<file path="config.mk">
export PLATFORM = sky130hd
export DESIGN_NAME = qflash_cmd
export DESIGN_NICKNAME = d
export VERILOG_FILES = /design/src/hdl/pin_sync.v /design/src/hdl/clear_timer.v /design/src/hdl/qflash_cmd.v
export VERILOG_INCLUDE_DIRS = /design/src /design/src/hdl
export SDC_FILE = /design/constraint.sdc
export NUM_CORES = 1
export LEC_CHECK = 0
export BUFFER_PORTS_ARGS = -buffer_cell sky130_fd_sc_hd__buf_2
export CORE_MARGIN = 5
export CORE_UTILIZATION = 60
export DETAILED_ROUTE_END_ITERATION = 10
export PLACE_DENSITY = 0.83
export REMOVE_ABC_BUFFERS = 1
export SLEW_MARGIN = 20
export SYNTH_ARGS = -nofsm -noshare
export SYNTH_HDL_FRONTEND = slang
export SYNTH_SLANG_ARGS = --single-unit
</file>
<file path="constraint.sdc">
create_clock -name i_clk -period 2.95 [get_ports i_clk]
set_input_delay 0.59 -clock i_clk [delete_from_list [all_inputs] [get_ports i_clk]]
set_output_delay 0.59 -clock i_clk [all_outputs]
set_load 0.01 [all_outputs]
</file>
<file path="src/hdl/qflash_defs.vh">
// constants for the quad read / wrap / sector clear command block
// assumes a single 125 MHz core clock and a host-driven serial clock
`ifndef QFLASH_DEFS_VH
`define QFLASH_DEFS_VH

// ----------------------------------------------------------------
// command opcodes
// ----------------------------------------------------------------
`define OP_QUAD_READ 8'heb
`define OP_WRITE_UNLOCK 8'h06
`define OP_SECTOR_CLEAR 8'h20
`define OP_SET_BURST 8'hc0

// ----------------------------------------------------------------
// frame lengths in serial clocks
// ----------------------------------------------------------------
`define OPCODE_BITS 5'h08
`define ADDR_NIBBLES 5'h06
`define MODE_CYCLES 5'h02
`define DUMMY_CYCLES 5'h04
`define SERIAL_ADDR_BITS 5'h18
`define WRAP_CODE_BITS 5'h08

// ----------------------------------------------------------------
// array layout and wrap codes
// ----------------------------------------------------------------
`define ARRAY_ADDR_BITS 20
`define SECTOR_LSB 12
`define BLOCK_LSB 16
`define WRAP_CODE_8 8'h00
`define WRAP_CODE_64 8'h03
`define WRAP_OFF_NIBBLE 4'h1

// ----------------------------------------------------------------
// timing
// ----------------------------------------------------------------
`define CLK_PERIOD_NS 8
`define SECTOR_CLEAR_TIME_US 1000
`define SECTOR_CLEAR_CYCLES (`SECTOR_CLEAR_TIME_US * 1000 / `CLK_PERIOD_NS)

`endif

</file>
<file path="src/hdl/pin_sync.v">
// two-stage synchroniser for a group of pin inputs
// assumes inputs are asynchronous to i_clk; only stage two is read outside
`timescale 1ns/10ps
module pin_sync #(
    parameter WIDTH = 6,
    parameter [WIDTH-1:0] RST_VAL = {WIDTH{1'b0}}
) (
    input wire i_clk,
    input wire i_rst,
    input wire [WIDTH-1:0] i_async,
    output wire [WIDTH-1:0] o_sync
);

    // ------------------------------------------------------------
    // per-bit flop pair
    // ------------------------------------------------------------
    genvar g;
    generate
        for (g = 0; g < WIDTH; g = g + 1) begin : g_bit
            reg meta_q;
            reg sync_q;
            // stage one feeds stage two only, to keep metastability contained
            always @(posedge i_clk) begin
                if (i_rst) begin
                    meta_q <= RST_VAL[g];
                    sync_q <= RST_VAL[g];
                end else begin
                    meta_q <= i_async[g];
                    sync_q <= meta_q;
                end
            end
            assign o_sync[g] = sync_q;
        end
    endgenerate

endmodule

</file>
<file path="src/hdl/clear_timer.v">
// self-timed cycle counter for the sector clear operation
// assumes i_start is a one-cycle pulse and is not repeated while busy
`timescale 1ns/10ps
module clear_timer #(
    parameter CYCLES = 125000
) (
    input wire i_clk,
    input wire i_rst,
    input wire i_start,
    output reg o_done
);

    reg [31:0] cnt_q;
    reg run_q;

    // ------------------------------------------------------------
    // countdown; done pulses once when the count runs out
    // ------------------------------------------------------------
    always @(posedge i_clk) begin
        if (i_rst) begin
            cnt_q <= 32'h0000_0000;
            run_q <= 1'b0;
            o_done <= 1'b0;
        end else begin
            o_done <= 1'b0;
            if (i_start && !run_q) begin
                cnt_q <= CYCLES - 1;
                run_q <= 1'b1;
            end else if (run_q) begin
                if (cnt_q == 32'h0000_0000) begin
                    run_q <= 1'b0;
                    o_done <= 1'b1;
                end else begin
                    cnt_q <= cnt_q - 32'h0000_0001;
                end
            end
        end
    end

endmodule

</file>
<file path="src/hdl/qflash_cmd.v">
// serial flash command sequencer: quad i/o read with continuous-read
// (enhance) mode, burst wrap setup, write unlock and 4 KB sector clear
// assumes host drives chip select and serial clock far slower than i_clk;
// the array sits outside and returns i_rd_data for o_rd_addr within a
// few core clocks
`timescale 1ns/10ps
`include "qflash_defs.vh"

module qflash_cmd #(
    parameter ADDR_BITS = `ARRAY_ADDR_BITS,
    parameter CLEAR_CYCLES = `SECTOR_CLEAR_CYCLES
) (
    input wire i_clk,
    input wire i_rst,
    input wire i_chip_select_n,
    input wire i_serial_clock,
    input wire [3:0] i_io_lines,
    output reg [3:0] o_io_lines,
    output reg [3:0] o_io_lines_oe_n,
    input wire i_quad_enable_bit,
    input wire [3:0] i_block_protect_bits,
    output reg [ADDR_BITS-1:0] o_rd_addr,
    input wire [7:0] i_rd_data,
    output reg o_clear_start,
    output reg [ADDR_BITS-`SECTOR_LSB-1:0] o_clear_sector,
    output reg o_write_in_progress,
    output reg o_write_enable_latch,
    output reg o_enhance_mode,
    output reg o_wrap_enabled
);

    // ------------------------------------------------------------
    // states
    // ------------------------------------------------------------
    localparam [2:0] ST_IDLE = 3'h0;
    localparam [2:0] ST_CMD = 3'h1;
    localparam [2:0] ST_ADDR = 3'h2;
    localparam [2:0] ST_MODE = 3'h3;
    localparam [2:0] ST_DUMMY = 3'h4;
    localparam [2:0] ST_DATA = 3'h5;
    localparam [2:0] ST_SERIAL = 3'h6;
    localparam [2:0] ST_IGNORE = 3'h7;

    // ------------------------------------------------------------
    // pin sampling and edge finding
    // ------------------------------------------------------------
    wire [5:0] pins_s;
    wire cs_n_s = pins_s[5];
    wire sclk_s = pins_s[4];
    wire [3:0] io_s = pins_s[3:0];
    reg cs_n_d_q;
    reg sclk_d_q;

    pin_sync #(
        .WIDTH(6),
        .RST_VAL(6'h20)
    ) u_sync (
        .i_clk(i_clk),
        .i_rst(i_rst),
        .i_async({i_chip_select_n, i_serial_clock, i_io_lines}),
        .o_sync(pins_s)
    );

    // edge detect runs on stage-two outputs only
    always @(posedge i_clk) begin
        if (i_rst) begin
            cs_n_d_q <= 1'b1;
            sclk_d_q <= 1'b0;
        end else begin
            cs_n_d_q <= cs_n_s;
            sclk_d_q <= sclk_s;
        end
    end

    wire cs_fall = cs_n_d_q & ~cs_n_s;
    wire cs_rise = ~cs_n_d_q & cs_n_s;
    wire sclk_rise = ~cs_n_s & sclk_s & ~sclk_d_q;
    wire sclk_fall = ~cs_n_s & ~sclk_s & sclk_d_q;

    // ------------------------------------------------------------
    // self-timed clear cycle
    // ------------------------------------------------------------
    wire clear_done;

    clear_timer #(
        .CYCLES(CLEAR_CYCLES)
    ) u_timer (
        .i_clk(i_clk),
        .i_rst(i_rst),
        .i_start(o_clear_start),
        .o_done(clear_done)
    );

    // ------------------------------------------------------------
    // sequencer registers
    // ------------------------------------------------------------
    reg [2:0] state_q;
    reg [4:0] cnt_q;
    reg [7:0] op_q;
    reg [23:0] shift_q;
    reg [7:0] mode_q;
    reg nib_hi_q;
    reg [1:0] wrap_sel_q;

    // low-address mask of the wrap window, 8 to 64 bytes
    wire [5:0] wrap_mask = {wrap_sel_q == 2'h3, wrap_sel_q >= 2'h2, wrap_sel_q != 2'h0, 3'h7};
    wire [5:0] low_inc = o_rd_addr[5:0] + 6'h01;
    wire [ADDR_BITS-1:0] addr_inc = o_rd_addr + {{(ADDR_BITS-1){1'b0}}, 1'b1};
    wire [ADDR_BITS-1:0] addr_wrap = {o_rd_addr[ADDR_BITS-1:6],
        (o_rd_addr[5:0] & ~wrap_mask) | (low_inc & wrap_mask)};
    // plain increment wraps through zero at the top of the array
    wire [ADDR_BITS-1:0] addr_next = o_wrap_enabled ? addr_wrap : addr_inc;

    // mode byte toggles when each upper bit differs from its lower twin
    wire mode_toggles = &(mode_q[7:4] ^ mode_q[3:0]);

    // sector protection: top 2^(bp-1) 64 KB blocks, all of them from bp=5
    wire [3:0] blk_idx = shift_q[ADDR_BITS-1 -: 4];
    wire [4:0] prot_span = (i_block_protect_bits == 4'h0) ? 5'h00 :
        (i_block_protect_bits >= 4'h5) ? 5'h10 :
        (5'h01 << (i_block_protect_bits - 4'h1));
    wire sector_protected = ({1'b0, blk_idx} >= (5'h10 - prot_span)) && (prot_span != 5'h00);

    // ------------------------------------------------------------
    // command state machine
    // ------------------------------------------------------------
    always @(posedge i_clk) begin
        if (i_rst) begin
            state_q <= ST_IDLE;
            cnt_q <= 5'h00;
            op_q <= 8'h00;
            shift_q <= 24'h000000;
            mode_q <= 8'hff;
            nib_hi_q <= 1'b1;
            wrap_sel_q <= 2'h0;
            o_wrap_enabled <= 1'b0;
            o_enhance_mode <= 1'b0;
            o_rd_addr <= {ADDR_BITS{1'b0}};
            o_io_lines <= 4'h0;
            o_io_lines_oe_n <= 4'hf;
            o_clear_start <= 1'b0;
            o_clear_sector <= {(ADDR_BITS-`SECTOR_LSB){1'b0}};
            o_write_in_progress <= 1'b0;
            o_write_enable_latch <= 1'b0;
        end else begin
            o_clear_start <= 1'b0;
            // clear cycle ends: busy drops and the unlock latch resets
            if (clear_done) begin
                o_write_in_progress <= 1'b0;
                o_write_enable_latch <= 1'b0;
            end
            if (cs_n_s) begin
                o_io_lines_oe_n <= 4'hf; // release the lines whenever deselected
            end
            if (cs_rise) begin
                state_q <= ST_IDLE;
                // frame-end actions need the exact bit count
                if (op_q == `OP_WRITE_UNLOCK && state_q == ST_IGNORE
                        && cnt_q == `OPCODE_BITS && !o_write_in_progress) begin
                    o_write_enable_latch <= 1'b1;
                end
                if (op_q == `OP_SECTOR_CLEAR && state_q == ST_SERIAL
                        && cnt_q == `SERIAL_ADDR_BITS && o_write_enable_latch
                        && !o_write_in_progress) begin
                    if (sector_protected) begin
                        o_write_enable_latch <= 1'b0;
                    end else begin
                        o_clear_start <= 1'b1;
                        o_clear_sector <= shift_q[ADDR_BITS-1:`SECTOR_LSB];
                        o_write_in_progress <= 1'b1;
                    end
                end
                if (op_q == `OP_SET_BURST && state_q == ST_SERIAL
                        && cnt_q == `WRAP_CODE_BITS) begin
                    if (shift_q[7:4] == `WRAP_OFF_NIBBLE) begin
                        o_wrap_enabled <= 1'b0;
                    end else if (shift_q[7:0] <= `WRAP_CODE_64) begin
                        o_wrap_enabled <= 1'b1;
                        wrap_sel_q <= shift_q[1:0];
                    end
                end
            end else if (cs_fall) begin
                cnt_q <= 5'h00;
                shift_q <= 24'h000000;
                nib_hi_q <= 1'b1;
                if (o_enhance_mode) begin
                    // continuous read: this frame opens with the address
                    op_q <= `OP_QUAD_READ;
                    state_q <= o_write_in_progress ? ST_IGNORE : ST_ADDR;
                end else begin
                    op_q <= 8'h00;
                    state_q <= ST_CMD;
                end
            end else begin
                case (state_q)
                    ST_CMD: begin
                        if (sclk_rise) begin
                            op_q <= {op_q[6:0], io_s[0]};
                            cnt_q <= cnt_q + 5'h01;
                            if (cnt_q == `OPCODE_BITS - 5'h01) begin
                                cnt_q <= 5'h00;
                                case ({op_q[6:0], io_s[0]})
                                    `OP_QUAD_READ: begin
                                        // four-line read needs quad enable, idle array
                                        if (i_quad_enable_bit && !o_write_in_progress) begin
                                            state_q <= ST_ADDR;
                                        end else begin
                                            state_q <= ST_IGNORE;
                                        end
                                    end
                                    `OP_SECTOR_CLEAR: state_q <= ST_SERIAL;
                                    `OP_SET_BURST: state_q <= ST_SERIAL;
                                    default: begin
                                        // unlock is counted on to judge its byte boundary
                                        state_q <= ST_IGNORE;
                                        cnt_q <= `OPCODE_BITS;
                                    end
                                endcase
                            end
                        end
                    end
                    ST_ADDR: begin
                        if (sclk_rise) begin
                            shift_q <= {shift_q[19:0], io_s};
                            cnt_q <= cnt_q + 5'h01;
                            if (cnt_q == `ADDR_NIBBLES - 5'h01) begin
                                cnt_q <= 5'h00;
                                state_q <= ST_MODE;
                            end
                        end
                    end
                    ST_MODE: begin
                        // the first two of the 2+4 dummy clocks carry the mode byte
                        if (sclk_rise) begin
                            mode_q <= {mode_q[3:0], io_s};
                            shift_q <= {shift_q[19:0], io_s};
                            cnt_q <= cnt_q + 5'h01;
                            if (cnt_q == `MODE_CYCLES - 5'h01) begin
                                cnt_q <= 5'h00;
                                state_q <= ST_DUMMY;
                                o_rd_addr <= shift_q[ADDR_BITS+3:4];
                            end
                        end
                    end
                    ST_DUMMY: begin
                        if (sclk_rise) begin
                            cnt_q <= cnt_q + 5'h01;
                            if (cnt_q == 5'h00) begin
                                // only this quad read path sets enhance mode
                                o_enhance_mode <= mode_toggles;
                            end
                            if (cnt_q == `DUMMY_CYCLES - 5'h01) begin
                                state_q <= ST_DATA;
                            end
                        end
                    end
                    ST_DATA: begin
                        // nibbles leave on falling clock, high half first
                        if (sclk_fall) begin
                            o_io_lines_oe_n <= 4'h0;
                            nib_hi_q <= ~nib_hi_q;
                            if (nib_hi_q) begin
                                o_io_lines <= i_rd_data[7:4];
                            end else begin
                                o_io_lines <= i_rd_data[3:0];
                                o_rd_addr <= addr_next;
                            end
                        end
                    end
                    ST_SERIAL: begin
                        // single-line address or wrap code, counted to check the boundary
                        if (sclk_rise) begin
                            shift_q <= {shift_q[22:0], io_s[0]};
                            if (cnt_q != 5'h1f) begin
                                cnt_q <= cnt_q + 5'h01;
                            end
                        end
                    end
                    ST_IGNORE: begin
                        if (sclk_rise && cnt_q != 5'h1f) begin
                            cnt_q <= cnt_q + 5'h01;
                        end
                    end
                    default: begin
                        state_q <= ST_IDLE;
                    end
                endcase
            end
        end
    end

endmodule

</file>
==> results of run 1 <==
==> cells in the final DEF (no fill, tap or decap), drive strengths merged, types with 3 or more instances in the layout <==
cell      instances
a211o             3
clkinvlp          4
inv              19
and4              3
nor2            132
nor3             59
dfxtp           140
xnor2            25
nor4             18
buf              74
a211oi           12
or2              10
a21o              6
a2111oi           3
bufinv            4
clkbuf           20
o21a              6
ha               14
xor2             10
a22oi             7
a221oi            4
nor2b            19
nand4            10
o21ai            19
o41ai             6
mux2i            41
nand3            16
o31ai             6
a31oi             5
or4              10
nand2            69
a311oi            8
nand2b           10
or3              15
nor3b             3
a21oi            67
nand3b           19
==> Yosys cell counts, drive strengths merged (4+ instances only) <==
cell type  number
nand3          16
dfxtp         140
nand2b         10
nor3           59
xor2           10
a21o            6
nand3b         19
o41ai           6
a221oi          4
clkbuf         42
o21ai          19
a22oi           7
nor2b          19
a21oi          67
nand4          10
a311oi          8
nand2          69
nor4           18
or4            10
buf             5
o31ai           6
inv            16
nor2          132
or3            15
a31oi           5
ha             14
mux2i          41
xnor2          25
a211oi         12
or2            10
o21a            6
==> critical path, cell delays in order (launching register included) <==
cell	delay [ns]
dfxtp_1	0.35
ha_1	0.28
and3_1	0.21
ha_1	0.17
mux2_2	0.26
a211oi_1	0.22
o21bai_1	0.23
or4b_2	0.69
a21oi_1	0.13
==> logic make-up after synthesis <==
family	count (synthesis)
adder cells (fa/ha/maj)	14
multiplexers	42
AND/OR/NAND/NOR	405
AO/OA/AOI/OAI	162
flip-flops	140
XOR/XNOR	35
buffers and inverters	63
==> power breakdown <==
| group | total (mW) | switching (mW) | internal [mW] |
|---|---|---|---|
| clock | 2.30 | 0.828 | 1.47 |
| combinational | 0.405 | 0.233 | 0.172 |
| sequential | 1.98 | 0.0648 | 1.92 |
==> stage by stage <==
stage          worst slack, ns  total power [mW]  cells
2_1_floorplan          -0.6002             2.287    814
3_3_place_gp            0.2103             2.410   1031
3_5_place_dp            0.1258             2.419   1031
4_1_cts                 0.3231             4.703   1063
5_1_grt                 0.1665             4.846   1063
6_report                0.3244             4.685   1063
==> layer usage <==
metal / global-route usage (%) / vias to the layer above / part of all wire, %
met3: 6.065 / 37 / 5.0
met1: 31.89 / 2939 / 46
li1: - / 3185 / -
met4: 9.213 / 0 / 2.3
met5: 0 / - / 0
met2: 36.33 / 165 / 47
==> worst paths after layout <==
kind / start / to / cells past startpoint
setup / recovery: cnt_q[0] / cnt_q[0] / 8
hold / removal: i_chip_select_n / u_sync.g_bit[5].meta_q / 2
setup reg to reg: cnt_q[0] / cnt_q[0] / 8
hold reg to reg: u_sync.g_bit[5].meta_q / u_sync.g_bit[5].sync_q / 1
==> state kept, by name, indices dropped and copies added, names as in the netlist, 2 cells and up, named ones only <==
| signal | flops |
|---|---|
| u_timer.cnt_q | 32 |
| op_q | 8 |
| o_rd_addr | 17 |
| u_sync.g_bit.sync_q | 6 |
| shift_q | 24 |
| o_io_lines_oe_n | 4 |
| mode_q | 8 |
| o_io_lines | 4 |
| cnt_q | 5 |
| u_sync.g_bit.meta_q | 6 |
| wrap_sel_q | 2 |
| state_q | 3 |
| o_clear_sector | 8 |
==> area by class of cell <==
type                       instances  area, sq um
multi-input combinational        658         4016
fill                             880         3349
sequential                       140         2803
clock buffer                      20        456.7
timing repair buffer              74        417.9
clock inverter                    12        185.2
tap                              143        178.9
inverter                          16        60.06
==> metrics.txt, run 1 <==
Final Util=70.79%; Max Fclk=380.9 MHz; vias in the first global route=5864; Num CTS Buffers=17; post-cts resize count=0; post-CTS setup buffers=0; Synth top area share=about two fifths; CP Data Required Time=between 3 and 4 ns; Area contributors post-synth=dfxtp_1 40%, nor2_1 7.0%, mux2i_1 5.8%; Worst slew margin=~28%; synthesis warning total=0; Synth Register Bits=140; nets@finish=942; die area=around 0.014 sq mm; area delta synth->final=14.87%; initial antenna violation count=0; main combinational cell family by area after synthesis=simple AND/OR/NAND/NOR gates; Sinks on Clock Net=140; Hold Path Class=in -> reg; Seq/Total Area, Yosys=39.66%; Die Y=118.5 um; CP max FO=10; # rows=39; I/O Buffers=61; ant diodes=0; Syn Area/Cell=between 8 and 9 sq um; post-DP HPWL=10970 um; Mapped Area=roughly 0.0071 sq mm; top cell type by total area after synthesis=dfxtp_1; XOR/XNOR Fraction of Synth Area=under 10%; CTS clock-pin slew for the worst setup and hold paths=0.06 ns; Routed Wire Length=approximately 17000 um; Total Neg Setup Slack=0 ns; R2R setup slack=0.32 ns; first-pass GRT wire length=about 28000 um; # H-tree levels=4; grt ovf=0; clock buffer depth=2; critical path class=reg -> reg; CORE AREA=0.01147 sq mm; Async SR Flop Fraction=0%; fraction of layout instances using a drive strength above 1=13.80%; Setup-failing EPs final=0; vias=about 6300; Adder-Cell Fraction of Synth Area=2.479%; Slew Limit Fails=0; initial DRC count=568; Setup crit end kind=flop; CP Data Arrival Time=2.98 ns; simple logic cell fraction of the synthesized area=29.13%; Leak=3.233 nW; top-level I/O count=62; RSZ-0062 raised after global routing=no; VDD IR-drop max=0.5584 mV; hold_ws=0.3525 ns; EDFF count, synth=0; hold buffers post-CTS=0; status=finished clean; Synth Instances=between 800 and 900; DP Area=0.007476 sq mm; fin area=0.008118 sq mm; Post-route DRC=0; Hold Vio Cnt, Final=0; per-cell routed wire length=15.58 um; # Max-Cap Violations=0; Worst-Margin Slew=1.077 ns; synth unique cells=62; first-pass iteration count of the detailed router=5; Placer Congestion=0.8450; Tcrit/Tclk final=89.00%; initial core utilization=61.63%; Max Clock Skew=0.007917 ns; via/cell ratio=5.951; Final ANT Viol Nets=0; Root Buffer=clkbuf_16; Total GRT Usage=a little under a quarter; startpoint types=flop; Synth Flop Type=dfxtp_1; post-synthesis mux area share=~6.0%; worst-skew pair later-pin latency=roughly 0.42 ns; chip width=118.5 um; CTS tree=built; pwr dens=577.2 mW/mm^2; Compound-Gate Fraction of Synth Area=14.93%; largest net degree at the start of global routing=between 60 and 70; min Tclk post-route=2.626 ns
Note: power is estimated with default switching activity, not from simulation.
==> run 2: changes to the inputs <==
--- a/config.mk
+++ b/config.mk
@@ -8,9 +8,9 @@
 export LEC_CHECK = 0
 export BUFFER_PORTS_ARGS = -buffer_cell sky130_fd_sc_hd__buf_2
 export CORE_MARGIN = 5
-export CORE_UTILIZATION = 60
+export CORE_UTILIZATION = 27
 export DETAILED_ROUTE_END_ITERATION = 10
-export PLACE_DENSITY = 0.83
+export PLACE_DENSITY = 0.45
 export REMOVE_ABC_BUFFERS = 1
 export SLEW_MARGIN = 20
 export SYNTH_ARGS = -nofsm -noshare
==> run 2 against run 1 <==
Against the previous run:
- combinational power grew 8.9%
- critical path depth decreased by 2
- final cell count is 19% higher
- via count down 1.2%
- global-route usage down 10 points
- total power is 2.3% higher
- register-to-register slack better by 0.11 ns
- maximum frequency up 4.6%
- setup slack improved by 0.11 ns
- highest routed layer unchanged
==> metrics.txt, run 2 (synthesized netlist as in run 1, its figures left out) <==
status=finished clean (unchanged); Tot Pwr=4.795 mW (was 4.685 mW); hold_ws=0.3731 ns (was 0.3525 ns); first-pass GRT wire length=31840 um (was 28000 um); Final ANT Viol Nets=0 (unchanged); # H-tree levels=4 (unchanged); crit path from=u_timer.cnt_q[2] (was cnt_q[0]); top-level I/O count=62 (unchanged); CP max FO=8 (was 10); CP bufs+invs=0 (unchanged); fraction of layout instances using a drive strength above 1=14.33% (was 13.80%); startpoint types=flop (unchanged); Num CTS Buffers=17 (unchanged); per-cell routed wire length=15.18 um (was 15.58 um); Post-Layout Cell Count=1263 (was 1063); number of flip-flops in the largest register=32 (unchanged); critical path class=reg -> reg (unchanged); Root Buffer=clkbuf_16 (unchanged); CP Data Arrival Time=2.80 ns (was 2.98 ns); min-delay src=i_chip_select_n (unchanged); Slew Limit Fails=0 (unchanged); CP max-delay cell=a311o_1 (was or4b_2); Placer Congestion=0.7336 (was 0.8450); Total GRT Usage=13.24% (was 23.61%); VDD IR-drop max=0.3076 mV (was 0.5584 mV); clock buffer depth=2 (unchanged); post-CTS setup buffers=0 (unchanged); Hold Path Class=in -> reg (unchanged); Post-route DRC=0 (unchanged); crit-path max cell delay=0.53 ns (was 0.69 ns); top flop regs=u_timer.cnt_q: 32 flops, shift_q: 24 flops, o_rd_addr: 17 flops (unchanged); post-cts resize count=0 (unchanged); Leak=3.286 nW (was 3.233 nW); largest net degree at the start of global routing=54 (was 68); initial core utilization=27.27% (was 61.63%); CTS tree=built (unchanged); via/cell ratio=4.949 (was 5.951); area delta synth->final=19.39% (was 14.87%); CORE AREA=0.02591 sq mm (was 0.01147 sq mm); hold buffers post-CTS=0 (unchanged); pwr dens=568.4 mW/mm^2 (was 577.2 mW/mm^2); first-pass iteration count of the detailed router=5 (unchanged); Worst slew margin=55.22% (was 28.23%); I/O Buffers=61 (unchanged); min Tclk post-route=2.511 ns (was 2.626 ns); Sinks on Clock Net=140 (unchanged); vias=6250 (was 6326); # rows=59 (was 39); CP Data Required Time=3.23 ns (was 3.30 ns); Tcrit/Tclk final=85.11% (was 89.00%); Top Family by Delay on Critical Path=simple AND/OR/NAND/NOR gates (unchanged); vias in the first global route=5967 (was 5864); Die Y=171.8 um (was 118.5 um); Max Clock Skew=0.01619 ns (was 0.007917 ns); Cell Chain, Critical Path=nor4_1 > nand3_1 > a311o_1 > or4_1 > xor2_1 > nor2_1 (was ha_1 > and3_1 > ha_1 > mux2_2 > a211oi_1 > o21bai_1 > or4b_2 > a21oi_1); ant diodes=0 (unchanged); # Max-Cap Violations=0 (unchanged); post-DP HPWL=12980 um (was 10970 um); most flop-heavy register=u_timer.cnt_q (unchanged); commonest non-fill, non-tap cell in the layout=dfxtp_1 (unchanged); RSZ-0062 raised after global routing=no (unchanged); worst-skew pair later-pin latency=0.42 ns (about the same); grt ovf=0 (unchanged); Routed Wire Length=19170 um (was 16570 um); chip width=171.8 um (was 118.5 um); die area=0.02951 sq mm (was 0.01405 sq mm); Setup-failing EPs final=0 (unchanged); Hold Vio Cnt, Final=0 (unchanged); initial antenna violation count=0 (unchanged); Total Neg Setup Slack=0 ns (unchanged); Max Fclk=398.3 MHz (was 380.9 MHz); initial DRC count=422 (was 568); nets@finish=950 (was 942); Worst-Margin Slew=0.6692 ns (was 1.077 ns); commonest non-fill, non-tap cells in the layout=140 x dfxtp_1, 132 x nor2_1, 69 x nand2_1 (unchanged); Setup crit end kind=flop (unchanged); CTS clock-pin slew for the worst setup and hold paths=0.06 ns (about the same); Final Util=32.56% (was 70.79%); placed cells=1231 (was 1031); R2R Path Start=u_timer.cnt_q[2] (was cnt_q[0])
run 2: changes by cell type in the layout (fill, tap and decap cells not counted):
| cell | before | now |
|---|---|---|
| buf_4 | 13 | 20 |
| clkbuf_1 | 1 | 4 |
| clkinvlp_4 | 4 | 2 |
| inv_6 | 3 | 1 |
| buf_12 | 1 | 2 |
| bufinv_16 | 4 | 5 |
| clkbuf_8 | 2 | 1 |
| clkinv_2 | 0 | 1 |
| o221ai_1 | 2 | 1 |
| o221ai_2 | 0 | 1 |
run 2: final timing paths:
| path | to | slack [ns] | cells past startpoint |
|---|---|---|---|
| worst min register to register | u_sync.g_bit[5].sync_q | 0.41 | 1 |
| worst min-delay path | u_sync.g_bit[5].meta_q | 0.37 | 2 |
| worst max-delay path | u_timer.cnt_q[17] | 0.44 | 6 |
| worst max register to register | u_timer.cnt_q[17] | 0.44 | 6 |
run 2: per-layer routing:
metal,track usage (%),vias up,part of all wire (%),wire [um]
li1,-,3203,-,-
met1,18.06,2952,50,9535
met2,21.46,87,46,8896
met3,2.758,8,2.9,564
met4,3.349,0,0.89,171
met5,0,-,0,0
run 2: power breakdown:
group / switching, mW / total (mW) / internal, mW
Combinational: 0.257 / 0.441 / 0.184
Clock: 0.858 / 2.39 / 1.53
Sequential: 0.0486 / 1.97 / 1.92
Total: 1.16 / 4.80 / 3.63
run 2: worst register-to-register path, stage by stage, from the launching register on:
cell and delay, ns:
dfxtp_1 0.35, nor4_1 0.52, nand3_1 0.33, a311o_1 0.53, or4_1 0.46, xor2_1 0.15
nor2_1 0.05
run 2: layout make-up:
type,instances,area [sq um]
Fill cell,2729,17470
Multi-Input combinational cell,658,4023
Sequential cell,140,2803
Timing Repair Buffer,82,490.5
Clock buffer,22,454.2
Tap cell,335,419.2
Clock inverter,10,187.7
Inverter,16,60.06
run 2: per-stage QoR:
step | area (sq um) | worst slack, ns
6_report | 8437 | 0.4392
5_1_grt | 8437 | 0.2636
3_5_place_dp | 7789 | 0.1230
4_1_cts | 8431 | 0.4357
2_1_floorplan | 6879 | -0.6002
3_3_place_gp | 7789 | 0.1283
